--- src/design/mpt_pkg.sv ---
// constants, field layout and enumerations of the multi purpose timer
// assumes one 20 MHz core clock and an 8-bit register port with one-cycle read latency
// Operation
// - free-running up-counter is compared with comparators; equality is a match
// - a match raises an interrupt, may clear the counter and alter the pin
// - separate interrupt requests for comparator A and comparator P matches
// - three-bit clock select picks system ratio, high clock, sub clock or pin
// - with the pin selected, the counter advances on pin edges
// - active edge of the clock pin is rising or falling
// - standard and periodic variants reuse the clock pin as single pulse trigger
// - compare output mode drives the pin high, low or toggles on a match
// - the same output pin carries the pwm waveform in pwm mode
// - high bytes accessed directly, low bytes only through one 8-bit shadow buffer
// - shadow and low byte exchange data only on a high-byte access
// - a compare low-byte write only updates the shadow buffer
// - a compare high-byte write loads high byte and shadow into low byte together
// - a high-byte read returns high byte and captures low byte into shadow
// - a low-byte read returns the shadow buffer, not the live low byte
// - compact variant has 16-bit counter, compare, counter and pwm modes, no pulse mode
// - comparator P matches upper eight counter bits, comparator A all sixteen
// - software clears the counter by raising run; overflow and a match of the selected comparator (A or P) clear it too
package mpt_pkg;
   localparam int unsigned ADDR_W = 3;
   localparam int unsigned DATA_W = 8;
   localparam int unsigned CNT_W = 16;
   // register offsets
   localparam logic [2:0] REG_CTL0 = 3'h0;
   localparam logic [2:0] REG_CTL1 = 3'h1;
   localparam logic [2:0] REG_CNT_L = 3'h2;
   localparam logic [2:0] REG_CNT_H = 3'h3;
   localparam logic [2:0] REG_CMPA_L = 3'h4;
   localparam logic [2:0] REG_CMPA_H = 3'h5;
   localparam logic [2:0] REG_CMPP = 3'h6;
   // timer_control_zero fields
   localparam int unsigned C0_PAUSE = 7;
   localparam int unsigned C0_SEL_HI = 6;
   localparam int unsigned C0_SEL_LO = 4;
   localparam int unsigned C0_RUN = 3;
   // second control register fields
   localparam int unsigned C1_MODE_HI = 7;
   localparam int unsigned C1_MODE_LO = 6;
   localparam int unsigned C1_IO_HI = 5;
   localparam int unsigned C1_IO_LO = 4;
   localparam int unsigned C1_OC = 3;
   localparam int unsigned C1_POL = 2;
   localparam int unsigned C1_DPX = 1;
   localparam int unsigned C1_CCLR = 0;
   localparam logic [7:0] CTL_RESET = 8'h00;
   // counter_clock_select codes
   localparam logic [2:0] SEL_SYS_DIV4 = 3'h0;
   localparam logic [2:0] SEL_SYS = 3'h1;
   localparam logic [2:0] SEL_FH_DIV16 = 3'h2;
   localparam logic [2:0] SEL_FH_DIV64 = 3'h3;
   localparam logic [2:0] SEL_SUB_A = 3'h4;
   localparam logic [2:0] SEL_SUB_B = 3'h5;
   localparam logic [2:0] SEL_PIN_RISE = 3'h6;
   localparam logic [2:0] SEL_PIN_FALL = 3'h7;
   localparam logic [1:0] SYS_DIV_LAST = 2'h3;
   localparam logic [5:0] FH16_LAST = 6'h0f;
   localparam logic [5:0] FH64_LAST = 6'h3f;
   // operating modes and pin actions
   localparam logic [1:0] MODE_CMP = 2'h0;
   localparam logic [1:0] MODE_PWM = 2'h2;
   localparam logic [1:0] MODE_TMR = 2'h3;
   localparam logic [1:0] IO_HOLD = 2'h0;
   localparam logic [1:0] IO_LOW = 2'h1;
   localparam logic [1:0] IO_HIGH = 2'h2;
   localparam logic [1:0] IO_TOGGLE = 2'h3;
   localparam logic [1:0] PWM_INACTIVE = 2'h0;
   localparam logic [1:0] PWM_ACTIVE = 2'h1;
   localparam logic [1:0] PWM_WAVE = 2'h2;
endpackage

--- src/design/mpt_clk_src.sv ---
// counter clock source: prescalers and clock pin edge detect, one tick pulse out
// assumes fh_tick_i and fsub_tick_i are one-cycle enables and the pin is synchronous
`timescale 1ns/1ps
module mpt_clk_src (
   input wire logic core_clk_i,
   input wire logic sys_rst_i,
   input wire logic [2:0] sel_i,
   input wire logic fh_tick_i,
   input wire logic fsub_tick_i,
   input wire logic clock_pin_i,
   output logic tick_o
);
   import mpt_pkg::*;
   logic [1:0] sys_div, next_sys_div;
   logic [5:0] fh_div, next_fh_div;
   logic pin_prev, next_pin_prev;
   logic next_tick;

   // prescalers, edge detect and source selection
   always_comb begin
      next_sys_div = sys_div + 2'h1;
      next_fh_div = fh_tick_i ? fh_div + 6'h01 : fh_div;
      next_pin_prev = clock_pin_i;
      case (sel_i)
         SEL_SYS_DIV4: next_tick = (sys_div == SYS_DIV_LAST);
         SEL_SYS: next_tick = 1'b1;
         SEL_FH_DIV16: next_tick = fh_tick_i && (fh_div[3:0] == FH16_LAST[3:0]);
         SEL_FH_DIV64: next_tick = fh_tick_i && (fh_div == FH64_LAST);
         SEL_SUB_A, SEL_SUB_B: next_tick = fsub_tick_i;
         // pin edges count external events; trigger use belongs to the larger variants
         SEL_PIN_RISE: next_tick = clock_pin_i && !pin_prev;
         SEL_PIN_FALL: next_tick = !clock_pin_i && pin_prev;
         default: next_tick = 1'b0;
      endcase
   end

   // registers
   always_ff @(posedge core_clk_i) begin
      if (sys_rst_i) begin
         sys_div <= 2'h0;
         fh_div <= 6'h00;
         pin_prev <= 1'b0;
         tick_o <= 1'b0;
      end else begin
         sys_div <= next_sys_div;
         fh_div <= next_fh_div;
         pin_prev <= next_pin_prev;
         tick_o <= next_tick;
      end
   end
endmodule

--- src/design/mpt_timer.sv ---
// compact multi purpose timer: 16-bit counter, comparators A and P, output pin, byte port
// assumes a register master that never strobes read and write together
`timescale 1ns/1ps
module mpt_timer (
   input wire logic core_clk_i,
   input wire logic sys_rst_i,
   input wire logic [mpt_pkg::ADDR_W-1:0] addr_i,
   input wire logic [mpt_pkg::DATA_W-1:0] wdata_i,
   input wire logic wr_i,
   input wire logic rd_i,
   output logic [mpt_pkg::DATA_W-1:0] rdata_o,
   input wire logic fh_tick_i,
   input wire logic fsub_tick_i,
   input wire logic clock_pin_i,
   output logic out_pin_o,
   output logic irq_a_o,
   output logic irq_p_o
);
   import mpt_pkg::*;

   logic [7:0] ctl0, next_ctl0;
   logic [7:0] ctl1, next_ctl1;
   logic [CNT_W-1:0] cnt, next_cnt;
   logic [CNT_W-1:0] cmpa, next_cmpa;
   logic [7:0] cmpp, next_cmpp;
   logic [7:0] shadow, next_shadow;
   logic [7:0] next_rdata;
   logic out_lvl, next_out_lvl;
   logic next_out_pin;
   logic next_irq_a, next_irq_p;
   logic tick;
   logic run_rise;
   logic count_en;
   logic [CNT_W-1:0] inc;
   logic match_a, match_p;
   logic clear_on_a;
   logic [1:0] mode, io;

   // P compares only the upper counter byte, on entering that byte
   function automatic logic hit_p(input logic [CNT_W-1:0] v, input logic [7:0] p);
      hit_p = (v[CNT_W-1:CNT_W-8] == p) && (v[7:0] == 8'h00);
   endfunction

   // pwm level from the active flag and the active-level bit
   function automatic logic pwm_level(input logic active, input logic oc);
      pwm_level = active ? oc : !oc;
   endfunction

   mpt_clk_src u_clk_src (
      .core_clk_i(core_clk_i),
      .sys_rst_i(sys_rst_i),
      .sel_i(ctl0[C0_SEL_HI:C0_SEL_LO]),
      .fh_tick_i(fh_tick_i),
      .fsub_tick_i(fsub_tick_i),
      .clock_pin_i(clock_pin_i),
      .tick_o(tick)
   );

   assign mode = ctl1[C1_MODE_HI:C1_MODE_LO];
   assign io = ctl1[C1_IO_HI:C1_IO_LO];
   assign run_rise = wr_i && (addr_i == REG_CTL0) && wdata_i[C0_RUN] && !ctl0[C0_RUN];
   assign count_en = tick && ctl0[C0_RUN] && !ctl0[C0_PAUSE];

   // register port: control writes and the shared low-byte shadow
   always_comb begin
      next_ctl0 = ctl0;
      next_ctl1 = ctl1;
      next_cmpa = cmpa;
      next_cmpp = cmpp;
      next_shadow = shadow;
      next_rdata = 8'h00;
      if (wr_i) begin
         case (addr_i)
            REG_CTL0: next_ctl0 = {wdata_i[7:3], 3'h0};
            REG_CTL1: next_ctl1 = wdata_i;
            REG_CMPA_L: next_shadow = wdata_i;
            REG_CMPA_H: next_cmpa = {wdata_i, shadow};
            REG_CMPP: next_cmpp = wdata_i;
            default: next_cmpp = cmpp;
         endcase
      end else if (rd_i) begin
         case (addr_i)
            REG_CTL0: next_rdata = ctl0;
            REG_CTL1: next_rdata = ctl1;
            REG_CNT_L, REG_CMPA_L: next_rdata = shadow;
            REG_CNT_H: begin
               next_rdata = cnt[15:8];
               next_shadow = cnt[7:0];
            end
            REG_CMPA_H: begin
               next_rdata = cmpa[15:8];
               next_shadow = cmpa[7:0];
            end
            REG_CMPP: next_rdata = cmpp;
            default: next_rdata = 8'h00;
         endcase
      end
   end

   // counter, compare matches and automatic clearing
   always_comb begin
      inc = cnt + 16'h0001; // wraps to zero on overflow
      match_a = count_en && (inc == cmpa);
      match_p = count_en && hit_p(inc, cmpp);
      if (mode == MODE_PWM) begin
         clear_on_a = ctl1[C1_DPX];
      end else begin
         clear_on_a = ctl1[C1_CCLR];
      end
      next_cnt = cnt;
      if (run_rise) begin
         next_cnt = 16'h0000;
      end else if (count_en) begin
         if ((clear_on_a && match_a) || (!clear_on_a && match_p)) begin
            next_cnt = 16'h0000;
         end else begin
            next_cnt = inc;
         end
      end
      next_irq_a = match_a;
      next_irq_p = match_p;
   end

   // output pin: compare actions, pwm waveform, polarity
   always_comb begin
      next_out_lvl = out_lvl;
      case (mode)
         MODE_CMP: begin
            if (run_rise) begin
               next_out_lvl = ctl1[C1_OC];
            end else if (match_a) begin
               case (io)
                  IO_LOW: next_out_lvl = 1'b0;
                  IO_HIGH: next_out_lvl = 1'b1;
                  IO_TOGGLE: next_out_lvl = !out_lvl;
                  default: next_out_lvl = out_lvl;
               endcase
            end
         end
         MODE_PWM: begin
            case (io)
               PWM_INACTIVE: next_out_lvl = pwm_level(1'b0, ctl1[C1_OC]);
               PWM_ACTIVE: next_out_lvl = pwm_level(1'b1, ctl1[C1_OC]);
               PWM_WAVE: begin
                  if (ctl1[C1_DPX]) begin
                     next_out_lvl = pwm_level(next_cnt[15:8] < cmpp, ctl1[C1_OC]);
                  end else begin
                     next_out_lvl = pwm_level(next_cnt < cmpa, ctl1[C1_OC]);
                  end
               end
               default: next_out_lvl = out_lvl;
            endcase
         end
         default: next_out_lvl = out_lvl;
      endcase
      next_out_pin = next_out_lvl ^ ctl1[C1_POL];
   end

   // state registers
   always_ff @(posedge core_clk_i) begin
      if (sys_rst_i) begin
         ctl0 <= CTL_RESET;
         ctl1 <= CTL_RESET;
         cnt <= 16'h0000;
         cmpa <= 16'h0000;
         cmpp <= 8'h00;
         shadow <= 8'h00;
         rdata_o <= 8'h00;
         out_lvl <= 1'b0;
         out_pin_o <= 1'b0;
         irq_a_o <= 1'b0;
         irq_p_o <= 1'b0;
      end else begin
         ctl0 <= next_ctl0;
         ctl1 <= next_ctl1;
         cnt <= next_cnt;
         cmpa <= next_cmpa;
         cmpp <= next_cmpp;
         shadow <= next_shadow;
         rdata_o <= next_rdata;
         out_lvl <= next_out_lvl;
         out_pin_o <= next_out_pin;
         irq_a_o <= next_irq_a;
         irq_p_o <= next_irq_p;
      end
   end

   // checks
   a_run_clears_cnt: assert property (@(posedge core_clk_i) disable iff (sys_rst_i)
      (wr_i && addr_i == REG_CTL0 && wdata_i[C0_RUN] && !ctl0[C0_RUN]) |=> (cnt == 16'h0000))
      else $error("counter not cleared on run rise");

   a_cmpa_low_only: assert property (@(posedge core_clk_i) disable iff (sys_rst_i)
      (wr_i && addr_i == REG_CMPA_L) |=> (cmpa == $past(cmpa) && shadow == $past(wdata_i)))
      else $error("low byte write touched compare value");

   a_cmpa_pair_load: assert property (@(posedge core_clk_i) disable iff (sys_rst_i)
      (wr_i && addr_i == REG_CMPA_H) |=> (cmpa == {$past(wdata_i), $past(shadow)}))
      else $error("compare pair not loaded together");

   a_cnt_high_read: assert property (@(posedge core_clk_i) disable iff (sys_rst_i)
      (rd_i && addr_i == REG_CNT_H) |=> (rdata_o == $past(cnt[15:8]) && shadow == $past(cnt[7:0])))
      else $error("high read did not capture low byte");

   a_low_read_shadow: assert property (@(posedge core_clk_i) disable iff (sys_rst_i)
      (rd_i && (addr_i == REG_CNT_L || addr_i == REG_CMPA_L)) |=> (rdata_o == $past(shadow)))
      else $error("low read not from shadow");

   a_irq_a_match: assert property (@(posedge core_clk_i) disable iff (sys_rst_i)
      (count_en && cnt + 16'h0001 == cmpa) |=> irq_a_o)
      else $error("comparator A match without request");

   a_irq_p_match: assert property (@(posedge core_clk_i) disable iff (sys_rst_i)
      irq_p_o |-> ($past(count_en) && $past(cnt[7:0]) == 8'hff && $past(cnt[15:8]) + 8'h01 == $past(cmpp)))
      else $error("comparator P request without match");

   a_cmp_drive_high: assert property (@(posedge core_clk_i) disable iff (sys_rst_i)
      (mode == MODE_CMP && !run_rise && match_a && io == IO_HIGH) |=> (out_pin_o == !$past(ctl1[C1_POL])))
      else $error("pin not driven high on match");

   a_pause_holds: assert property (@(posedge core_clk_i) disable iff (sys_rst_i)
      (ctl0[C0_PAUSE] && !run_rise) |=> (cnt == $past(cnt)))
      else $error("counter moved while paused");

   // request pulses: P can never match on two ticks in a row, so a long P pulse is a fault
   a_irq_p_single: assert property (@(posedge core_clk_i) disable iff (sys_rst_i)
      irq_p_o |=> !irq_p_o)
      else $error("comparator P request longer than one cycle");

   a_irq_a_cause: assert property (@(posedge core_clk_i) disable iff (sys_rst_i)
      irq_a_o |-> ($past(count_en) && $past(cnt) + 16'h0001 == $past(cmpa)))
      else $error("comparator A request without match");

   // register port: idle read data, compare high read, direct byte and clock select
   a_rdata_idle: assert property (@(posedge core_clk_i) disable iff (sys_rst_i)
      !rd_i |=> (rdata_o == 8'h00))
      else $error("read data not zero outside a read");

   a_cmpa_high_read: assert property (@(posedge core_clk_i) disable iff (sys_rst_i)
      (rd_i && !wr_i && addr_i == REG_CMPA_H) |=> (rdata_o == $past(cmpa[15:8]) && shadow == $past(cmpa[7:0])))
      else $error("compare high read did not capture low byte");

   a_cmpp_direct: assert property (@(posedge core_clk_i) disable iff (sys_rst_i)
      (wr_i && addr_i == REG_CMPP) |=> (cmpp == $past(wdata_i)))
      else $error("comparator P byte not written directly");

   a_sel_field: assert property (@(posedge core_clk_i) disable iff (sys_rst_i)
      (wr_i && addr_i == REG_CTL0) |=> (ctl0[C0_SEL_HI:C0_SEL_LO] == $past(wdata_i[C0_SEL_HI:C0_SEL_LO])))
      else $error("clock select field not loaded");

   // counter movement: hold without a tick, step by one, clear on the chosen match
   a_cnt_hold: assert property (@(posedge core_clk_i) disable iff (sys_rst_i)
      (!count_en && !run_rise) |=> (cnt == $past(cnt)))
      else $error("counter moved without a tick");

   a_cnt_step: assert property (@(posedge core_clk_i) disable iff (sys_rst_i)
      (count_en && !run_rise && !match_a && !match_p) |=> (cnt == $past(cnt) + 16'h0001))
      else $error("counter did not step by one");

   a_clear_on_a: assert property (@(posedge core_clk_i) disable iff (sys_rst_i)
      (!run_rise && match_a && clear_on_a) |=> (cnt == 16'h0000))
      else $error("counter not cleared on comparator A");

   a_clear_on_p: assert property (@(posedge core_clk_i) disable iff (sys_rst_i)
      (!run_rise && match_p && !clear_on_a) |=> (cnt == 16'h0000))
      else $error("counter not cleared on comparator P");

   // pin actions in compare, pwm and timer modes
   a_cmp_drive_low: assert property (@(posedge core_clk_i) disable iff (sys_rst_i)
      (mode == MODE_CMP && !run_rise && match_a && io == IO_LOW) |=> (out_pin_o == $past(ctl1[C1_POL])))
      else $error("pin not driven low on match");

   a_cmp_toggle: assert property (@(posedge core_clk_i) disable iff (sys_rst_i)
      (mode == MODE_CMP && !run_rise && match_a && io == IO_TOGGLE) |=> (out_lvl != $past(out_lvl)))
      else $error("pin not toggled on match");

   a_run_sets_level: assert property (@(posedge core_clk_i) disable iff (sys_rst_i)
      (mode == MODE_CMP && run_rise) |=> (out_lvl == $past(ctl1[C1_OC])))
      else $error("run rise did not restore initial level");

   a_pwm_active: assert property (@(posedge core_clk_i) disable iff (sys_rst_i)
      (mode == MODE_PWM && io == PWM_ACTIVE) |=> (out_pin_o == ($past(ctl1[C1_OC]) ^ $past(ctl1[C1_POL]))))
      else $error("pwm active state wrong");

   a_pwm_inactive: assert property (@(posedge core_clk_i) disable iff (sys_rst_i)
      (mode == MODE_PWM && io == PWM_INACTIVE) |=> (out_pin_o == (!$past(ctl1[C1_OC]) ^ $past(ctl1[C1_POL]))))
      else $error("pwm inactive state wrong");

   a_pin_polarity: assert property (@(posedge core_clk_i) disable iff (sys_rst_i)
      1'b1 |=> (out_pin_o == (out_lvl ^ $past(ctl1[C1_POL]))))
      else $error("pin level and polarity disagree");

   a_tmr_holds_level: assert property (@(posedge core_clk_i) disable iff (sys_rst_i)
      (mode == MODE_TMR) |=> (out_lvl == $past(out_lvl)))
      else $error("timer mode moved the pin level");

   c_match_a: cover property (@(posedge core_clk_i) disable iff (sys_rst_i) irq_a_o);
   c_match_p: cover property (@(posedge core_clk_i) disable iff (sys_rst_i) irq_p_o);
   c_pwm_edge: cover property (@(posedge core_clk_i) disable iff (sys_rst_i)
      mode == MODE_PWM && $rose(out_pin_o));
   c_byte_read: cover property (@(posedge core_clk_i) disable iff (sys_rst_i)
      (rd_i && addr_i == REG_CNT_H) ##1 (rd_i && addr_i == REG_CNT_L));
   c_pair_write: cover property (@(posedge core_clk_i) disable iff (sys_rst_i)
      (wr_i && addr_i == REG_CMPA_L) ##1 (wr_i && addr_i == REG_CMPA_H));
endmodule

--- config.mk ---
export PLATFORM = sky130hd
export DESIGN_NAME = mpt_timer
export DESIGN_NICKNAME = d
export VERILOG_FILES = /design/src/design/mpt_pkg.sv /design/src/design/mpt_clk_src.sv /design/src/design/mpt_timer.sv
export SDC_FILE = /design/constraint.sdc
export NUM_CORES = 1
export LEC_CHECK = 0
export ABC_AREA = 1
export BUFFER_PORTS_ARGS = -buffer_cell sky130_fd_sc_hd__buf_4
export CAP_MARGIN = 5
export CORE_MARGIN = 4
export CORE_UTILIZATION = 35
export DETAILED_ROUTE_END_ITERATION = 10
export GPL_TIMING_DRIVEN = 1
export REMOVE_ABC_BUFFERS = 1
export SYNTH_ARGS = -nofsm -noshare
export SYNTH_HDL_FRONTEND = slang
export SYNTH_HIERARCHICAL = 1
export SYNTH_SLANG_ARGS = --single-unit
export TNS_END_PERCENT = 30
--- constraint.sdc ---
create_clock -name core_clk_i -period 3.9 [get_ports core_clk_i]
set_input_delay 0.195 -clock core_clk_i [delete_from_list [all_inputs] [get_ports core_clk_i]]
set_output_delay 0.195 -clock core_clk_i [all_outputs]
set_load 0.1 [all_outputs]
# Yosys cells after proc, flatten, opt, wreduce, memory -nomap -nowiden
# Index checks and enable logic that the tools add are counted.
[classes]
add_sub_neg = 3
magnitude_cmp = 2
eq_ne = 23
muxes = 18
bitwise_logic = 2
n_reduce_logical = 37
[op_table]
columns = ["op", "n"]
rows = [
  ["$mux W16", 3],
  ["$pmux W8 S6", 1],
  ["$mux W8", 3],
  ["$eq A3 B3 Y1 const B", 7],
  ["$add A16 B1 Y16 const B", 1],
  ["$eq A16 B16 Y1", 1],
  ["$lt A16 B16 Y1", 1],
  ["$pmux W8 S2", 1],
  ["$logic_and A1 B1 Y1", 14],
  ["$eq A3 B2 Y1 const B", 4],
  ["$eq A2 B2 Y1 const B", 4],
  ["$eq A8 B8 Y1", 1],
  ["$logic_not A8 Y1", 1],
  ["$lt A8 B8 Y1", 1],
  ["$reduce_and A2 Y1", 4],
  ["$logic_not A1 Y1", 7],
  ["$pmux W1 S7", 1],
  ["$add A6 B1 Y6 const B", 1],
  ["$eq A3 B1 Y1 const B", 2],
  ["$eq A6 B6 Y1 const B", 1],
  ["$logic_not A3 Y1", 2],
  ["$mux W1", 6],
  ["$pmux W1 S3", 2],
  ["$eq A4 B4 Y1 const B", 1],
  ["13 further kinds", 15],
]
[totals]
register_bits = 83
in_bits = 18
word_cells = 100

# Logic depth before layout (Yosys ltp)
[depth]
ltp_word = 15
ltp_mapped = 36

# By module
# Netlist, hierarchy kept.
[modules_own_cells]
columns = ["mod", "instances", "cells_each", "area_per_inst_um2", "seq_area_each_um2"]
rows = [
  ["mpt_timer", 1, 746, 4743.3, 1461.4],
  ["mpt_clk_src", 1, 57, 444.2, 200.2],
]

# Worst setup path before layout
# Ideal clock, no wire load.
[synth_path]
path_type = "flip-flop to flip-flop"
from = "register cnt[0]"
to = "register out_pin_o"
arrival_ps = 3453
required_ps = 3790
slack_ps = 338
path_stages_with_launch = 32
path_buffers = 1
period_less_slack_ps = 3562
path_cell_list = "dfxtp_1 ha_1 nand2_2 nor2_4 nand3_1 nand2_1 nand2_1 nand2_1 nand2_1 nor2_1 nand2_1 nor2_1 nand3_1 nand2_1 clkbuf_1 o21ai_0 inv_1 nor3_1 ha_1 nand2_1 nor2_1 a211oi_1 o221a_2 nand2_1 nand2_1 nand3_1 nand3_1 nand4_2 nand3_1 nand2_1 inv_1 nor2_1"
[synth_via]
elab_chain_len = 15
word_cells_on_any_way = 23
[synth_lines]
columns = ["item", "line_no", "text"]
rows = [
  ["start: declaration", "mpt_timer.sv:23", "logic [CNT_W-1:0] cnt, next_cnt;"],
  ["start signal: assignment", "mpt_timer.sv:176", "cnt <= next_cnt;"],
  ["$add A16 B1 Y16 (*)", "mpt_timer.sv:102", "inc = cnt + 16'h0001;"],
  ["$eq A8 B8 Y1 / $logic_not A8 Y1 (equally long branches)", "mpt_timer.sv:41", "hit_p = (v[CNT_W-1:CNT_W-8] == p) && (v[7:0] == 8'h00);"],
  ["$logic_and A1 B1 Y1", "mpt_timer.sv:41", ""],
  ["$logic_and A1 B1 Y1", "mpt_timer.sv:104", "match_p = count_en && hit_p(inc, cmpp);"],
  ["$logic_and A1 B1 Y1", "mpt_timer.sv:114", "if ((clear_on_a && match_a) || (!clear_on_a && match_p)) begin"],
  ["$logic_or A1 B1 Y1", "mpt_timer.sv:114", ""],
  ["$mux W16 (*)", "mpt_timer.sv:114", ""],
  ["$mux W16 (*)", "mpt_timer.sv:113", "end else if (count_en) begin"],
  ["$mux W16 (*)", "mpt_timer.sv:111", "if (run_rise) begin"],
  ["net next_cnt[10]", "mpt_timer.sv:23", ""],
  ["$lt A16 B16 Y1 / $lt A8 B8 Y1 (equally long branches)", "mpt_timer.sv:148, mpt_timer.sv:146", ""],
  ["$mux W1", "mpt_timer.sv:46", "pwm_level = active ? oc : !oc;"],
  ["$mux W1 (*)", "mpt_timer.sv:145", "if (ctl1[C1_DPX]) begin"],
  ["$pmux W1 S3 (*)", "mpt_timer.sv:141", "case (io)"],
  ["$pmux W1 S2 (*)", "mpt_timer.sv:127", "case (mode)"],
  ["$xor A1 B1 Y1 (*)", "mpt_timer.sv:156", "next_out_pin = next_out_lvl ^ ctl1[C1_POL];"],
  ["end signal: assignment", "mpt_timer.sv:182", "out_pin_o <= next_out_pin;"],
  ["end: declaration", "mpt_timer.sv:15", "output logic out_pin_o,"],
]
# Mark *: on every way through the listed nets, which the timed path passes. The rest lies on a longest branch.
# A chain may end at the register's enable or synchronous reset.

# Final worst setup path
[layout_path]
from = "register cnt[1]"
to = "register out_pin_o"
# The elaborated chain is that of the path after synthesis.

==> metrics.md <==
| Metric | Value |
|---|---|
| Status | complete, no violations |
| Buffers and inverters on the worst path | 3 |
| Synth async-reset ratio | 0 |
| Total Wirelength | 18.4 mm |
| # fillers | 1466 |
| DPL Wire Length | 13.5 mm |
| Syn Area/Cell | 6.46 µm² |
| HP Start | fh_tick_i |
| Fin nets | 921 |
| Routed wire per std cell | 17.2 µm |
| Drt pass-1 iters | 5 |
| Layout cells sized above 1 | 0.224 |
| Power, Total | 2110 µW |
| Vias in the first global route | 5076 |
| Max_cap viols | 0 |
| Worst Tran Pin Value | 1.06 ns |
| P_leak | 0.00288 µW |
| Largest net degree at the start of global routing | 42 |
| Reg-to-reg startpoint | cnt[1] |
| Placement Cell Area | 5880 µm² |
| Netlist cell types | 33 |
| Layout Utilization | 0.457 |
| FF/Latch Area | 1680 µm² |
| Clk sink count | 83 |
| Worst path required time | 4.16 ns |
| Worst Setup End Kind | flop |
| IO Count | 29 |
| # setup viols final | 0 |
| RSZ-0062 raised after global routing | true |
| Final Wtd Congestion | 0.953 |
| First-pass GRT wire length | 27.6 mm |
| Total CTS buffers | 9 |
| Total number of H-tree levels | 3 |
| Synth area leaders | dfxtp_1 (32%), nand2_1 (12%), inv_1 (7.6%) |
| Core Footprint | 14500 µm² |
| Rel. slew slack | 0.293 |
| Chip height | 130 µm |
| Top cell type's share of synthesized area | 0.320 |
| Total grt overflow | 0 |
| Layout Skew | 0.00622 ns |
| Max rail drop VDD | 0.208 mV |
| Row cnt | 44 |
| #FFs+latches synth | 83 |
| Hold-fix buffers, CTS | 0 |
| Fin crit share | 0.981 |
| Diode count | 0 |
| Reg2Reg Depth | 30 |
| CTS root buffer | clkbuf_16 |
| GR Util met2 | 0.323 |
| Final worst slack | 0.0734 ns |
| Cells after Synth | 803 |
| CTS tree | done |
| Seq/Total Area, Yosys | 0.320 |
| Total track usage | 0.214 |
| Final instance area | 6650 µm² |
| Slowest-stage cell, CP | dfxtp_4 |
| Hold EP | u_clk_src/fh_div[0] |
| Starting Density | 0.357 |
| Pwr Density | 317 nW/µm² |
| Initial antenna violation count | 0 |
| Drt first-iter violations | 531 |
| DIE WIDTH | 130 µm |
| Syn-to-layout area delta | 28.1% |
| Antenna Violating Nets Remaining | 0 |
| Final hold slack | 0.0687 ns |
| Die ar. | 16800 µm² |
| Met3 GRT Util | 0.0372 |
| Clk_lat worst skew | 0.36 ns |
| CP top delay family | simple AND/OR/NAND/NOR gates |
| DP Worst Slack | -0.0744 ns |
| Drt via density | 5.33 |
| Arrival time at the worst endpoint | 4.09 ns |
| Largest area contributor in the netlist | dfxtp_1 |
| Clk slew on worst S/H paths | 0.07 ns |
| Fin crit period | 3.83 ns |
| Worst R2R End | out_pin_o |
| Buffers on Ports | 28 |
| Top FF cell, synth | dfxtp_1 |
| Synthesized area | 5190 µm² |
| Clock Path Buffers | 2 |
| Footprint of the multi-input gates | 3360 µm² |
| Crit start category | flop |
| Total vias in the final route | 5684 |
| Yosys warns | 6 |
| Max frequency | 0.261 GHz |
| Hold crit path type | in -> reg |
| Max Transition Viols Final | 0 |
| Routing usage on met1 | 0.304 |
| WS Path Type | reg -> reg |
| Crit Path Max Fanout | 8 |
| Final hold vios | 0 |
| Reg-to-reg setup timing slack | 0.07 ns |
| Hold depth | 2 |
| Critical path's largest stage delay | 0.36 ns |
| DRC viols | 0 |
| Gr busiest metal | met2 |
| EDFF count, synth | 0 |
## per-stage QoR
stage | setup TNS [ns] | std cells
after floorplan | -0.141 | 781
after global placement | -0.0114 | 1036
after detailed placement | -0.0997 | 1036
after CTS | 0 | 1052
after global routing | -0.416 | 1066
final | 0 | 1066
## cell usage in the layout, fill, tap and decap left out, types with 6 or more instances in the layout
cell type | Yosys | routed
nor3_1 | 16 | 8
nand3_2 | 4 | 13
clkbuf_16 | 0 | 9
nand4_1 | 13 | 13
o21ai_0 | 64 | 62
ha_1 | 26 | 21
a21oi_1 | 61 | 58
o22ai_1 | 9 | 9
dfxtp_1 | 83 | 75
nand2_1 | 172 | 144
a211oi_1 | 20 | 18
inv_1 | 105 | 102
nand2_2 | 8 | 34
dfxtp_2 | 0 | 6
nor4_1 | 12 | 12
nor2_4 | 5 | 6
buf_4 | 1 | 80
nor2_2 | 2 | 8
nor2_1 | 99 | 93
nand3_1 | 59 | 50
## power by group
group | switching, µW | total [µW] | internal [µW]
Combinational | 151 | 227 | 76.2
Sequential | 23.3 | 895 | 872
Clock | 397 | 983 | 586
Total | 571 | 2110 | 1530
## logic make-up (layout without fill, tap and decap cells)
group | after synthesis | count (layout) | synth area share
buf+inv | 127 | 205 | 0.0926
fa+ha+maj | 26 | 26 | 0.0627
compound gates | 173 | 173 | 0.188
simple gates | 392 | 393 | 0.333
xor+xnor | 2 | 2 | 0.00338
flops | 83 | 83 | 0.320
## state kept, by name, indices dropped and copies added, names as in the netlist, 2 cells and up
signal / count
ctl1: 8
u_clk_src/fh_div: 6
cmpa: 16
cmpp: 8
u_clk_src/sys_div: 2
shadow: 8
ctl0: 5
cnt: 16
rdata_o: 8
## cells in the mapped netlist, types with 3 or more instances
cell      number
a211oi_1      20
a21oi_1       61
a22oi_1        3
a31oi_1        5
clkbuf_1      20
dfxtp_1       83
ha_1          26
inv_1        105
nand2_1      172
nand2_2        8
nand3_1       59
nand3_2        4
nand4_1       13
nor2_1        99
nor2_4         5
nor3_1        16
nor4_1        12
o21ai_0       64
o22ai_1        9
## routing by layer
| metal | up-vias | wire length (µm) |
|---|---|---|
| met4 | 0 | 609 |
| met3 | 44 | 1570 |
| met1 | 2547 | 8240 |
| met2 | 246 | 7960 |
| met5 | - | 0 |
| li1 | 2847 | - |
## worst max-delay path by stage
stage | cells after the start | to | startpoint | slack, ns
final | 30 | out_pin_o | cnt[1] | 0.07
after global routing | 33 | out_pin_o | cnt[1] | -0.25
after CTS | 32 | out_pin_o | cnt[0] | 0.001
after detailed placement | 29 | out_pin_o | cnt[2] | -0.07
after global placement | 29 | out_pin_o | cnt[2] | -0.01
after floorplan | 27 | out_pin_o | ctl0[3] | -0.09
## cell type report
cell class / count / share of cell area
clock buffers: 10 / 0.0359
well taps: 184 / 0.0346
inverters: 105 / 0.0593
repair buffers: 84 / 0.0984
multi-input cells: 594 / 0.505
flip-flops and latches: 83 / 0.252
clock inverters: 6 / 0.0141
## repair_timing
item                                    in CTS  in global routing
buffers inserted                             0                 14
endpoints found under the setup margin       2                  2
pin swaps                                    3                 42
cloned                                       0                  1
gates resized for setup                      4                 84
(Power assumes the default switching activity.)
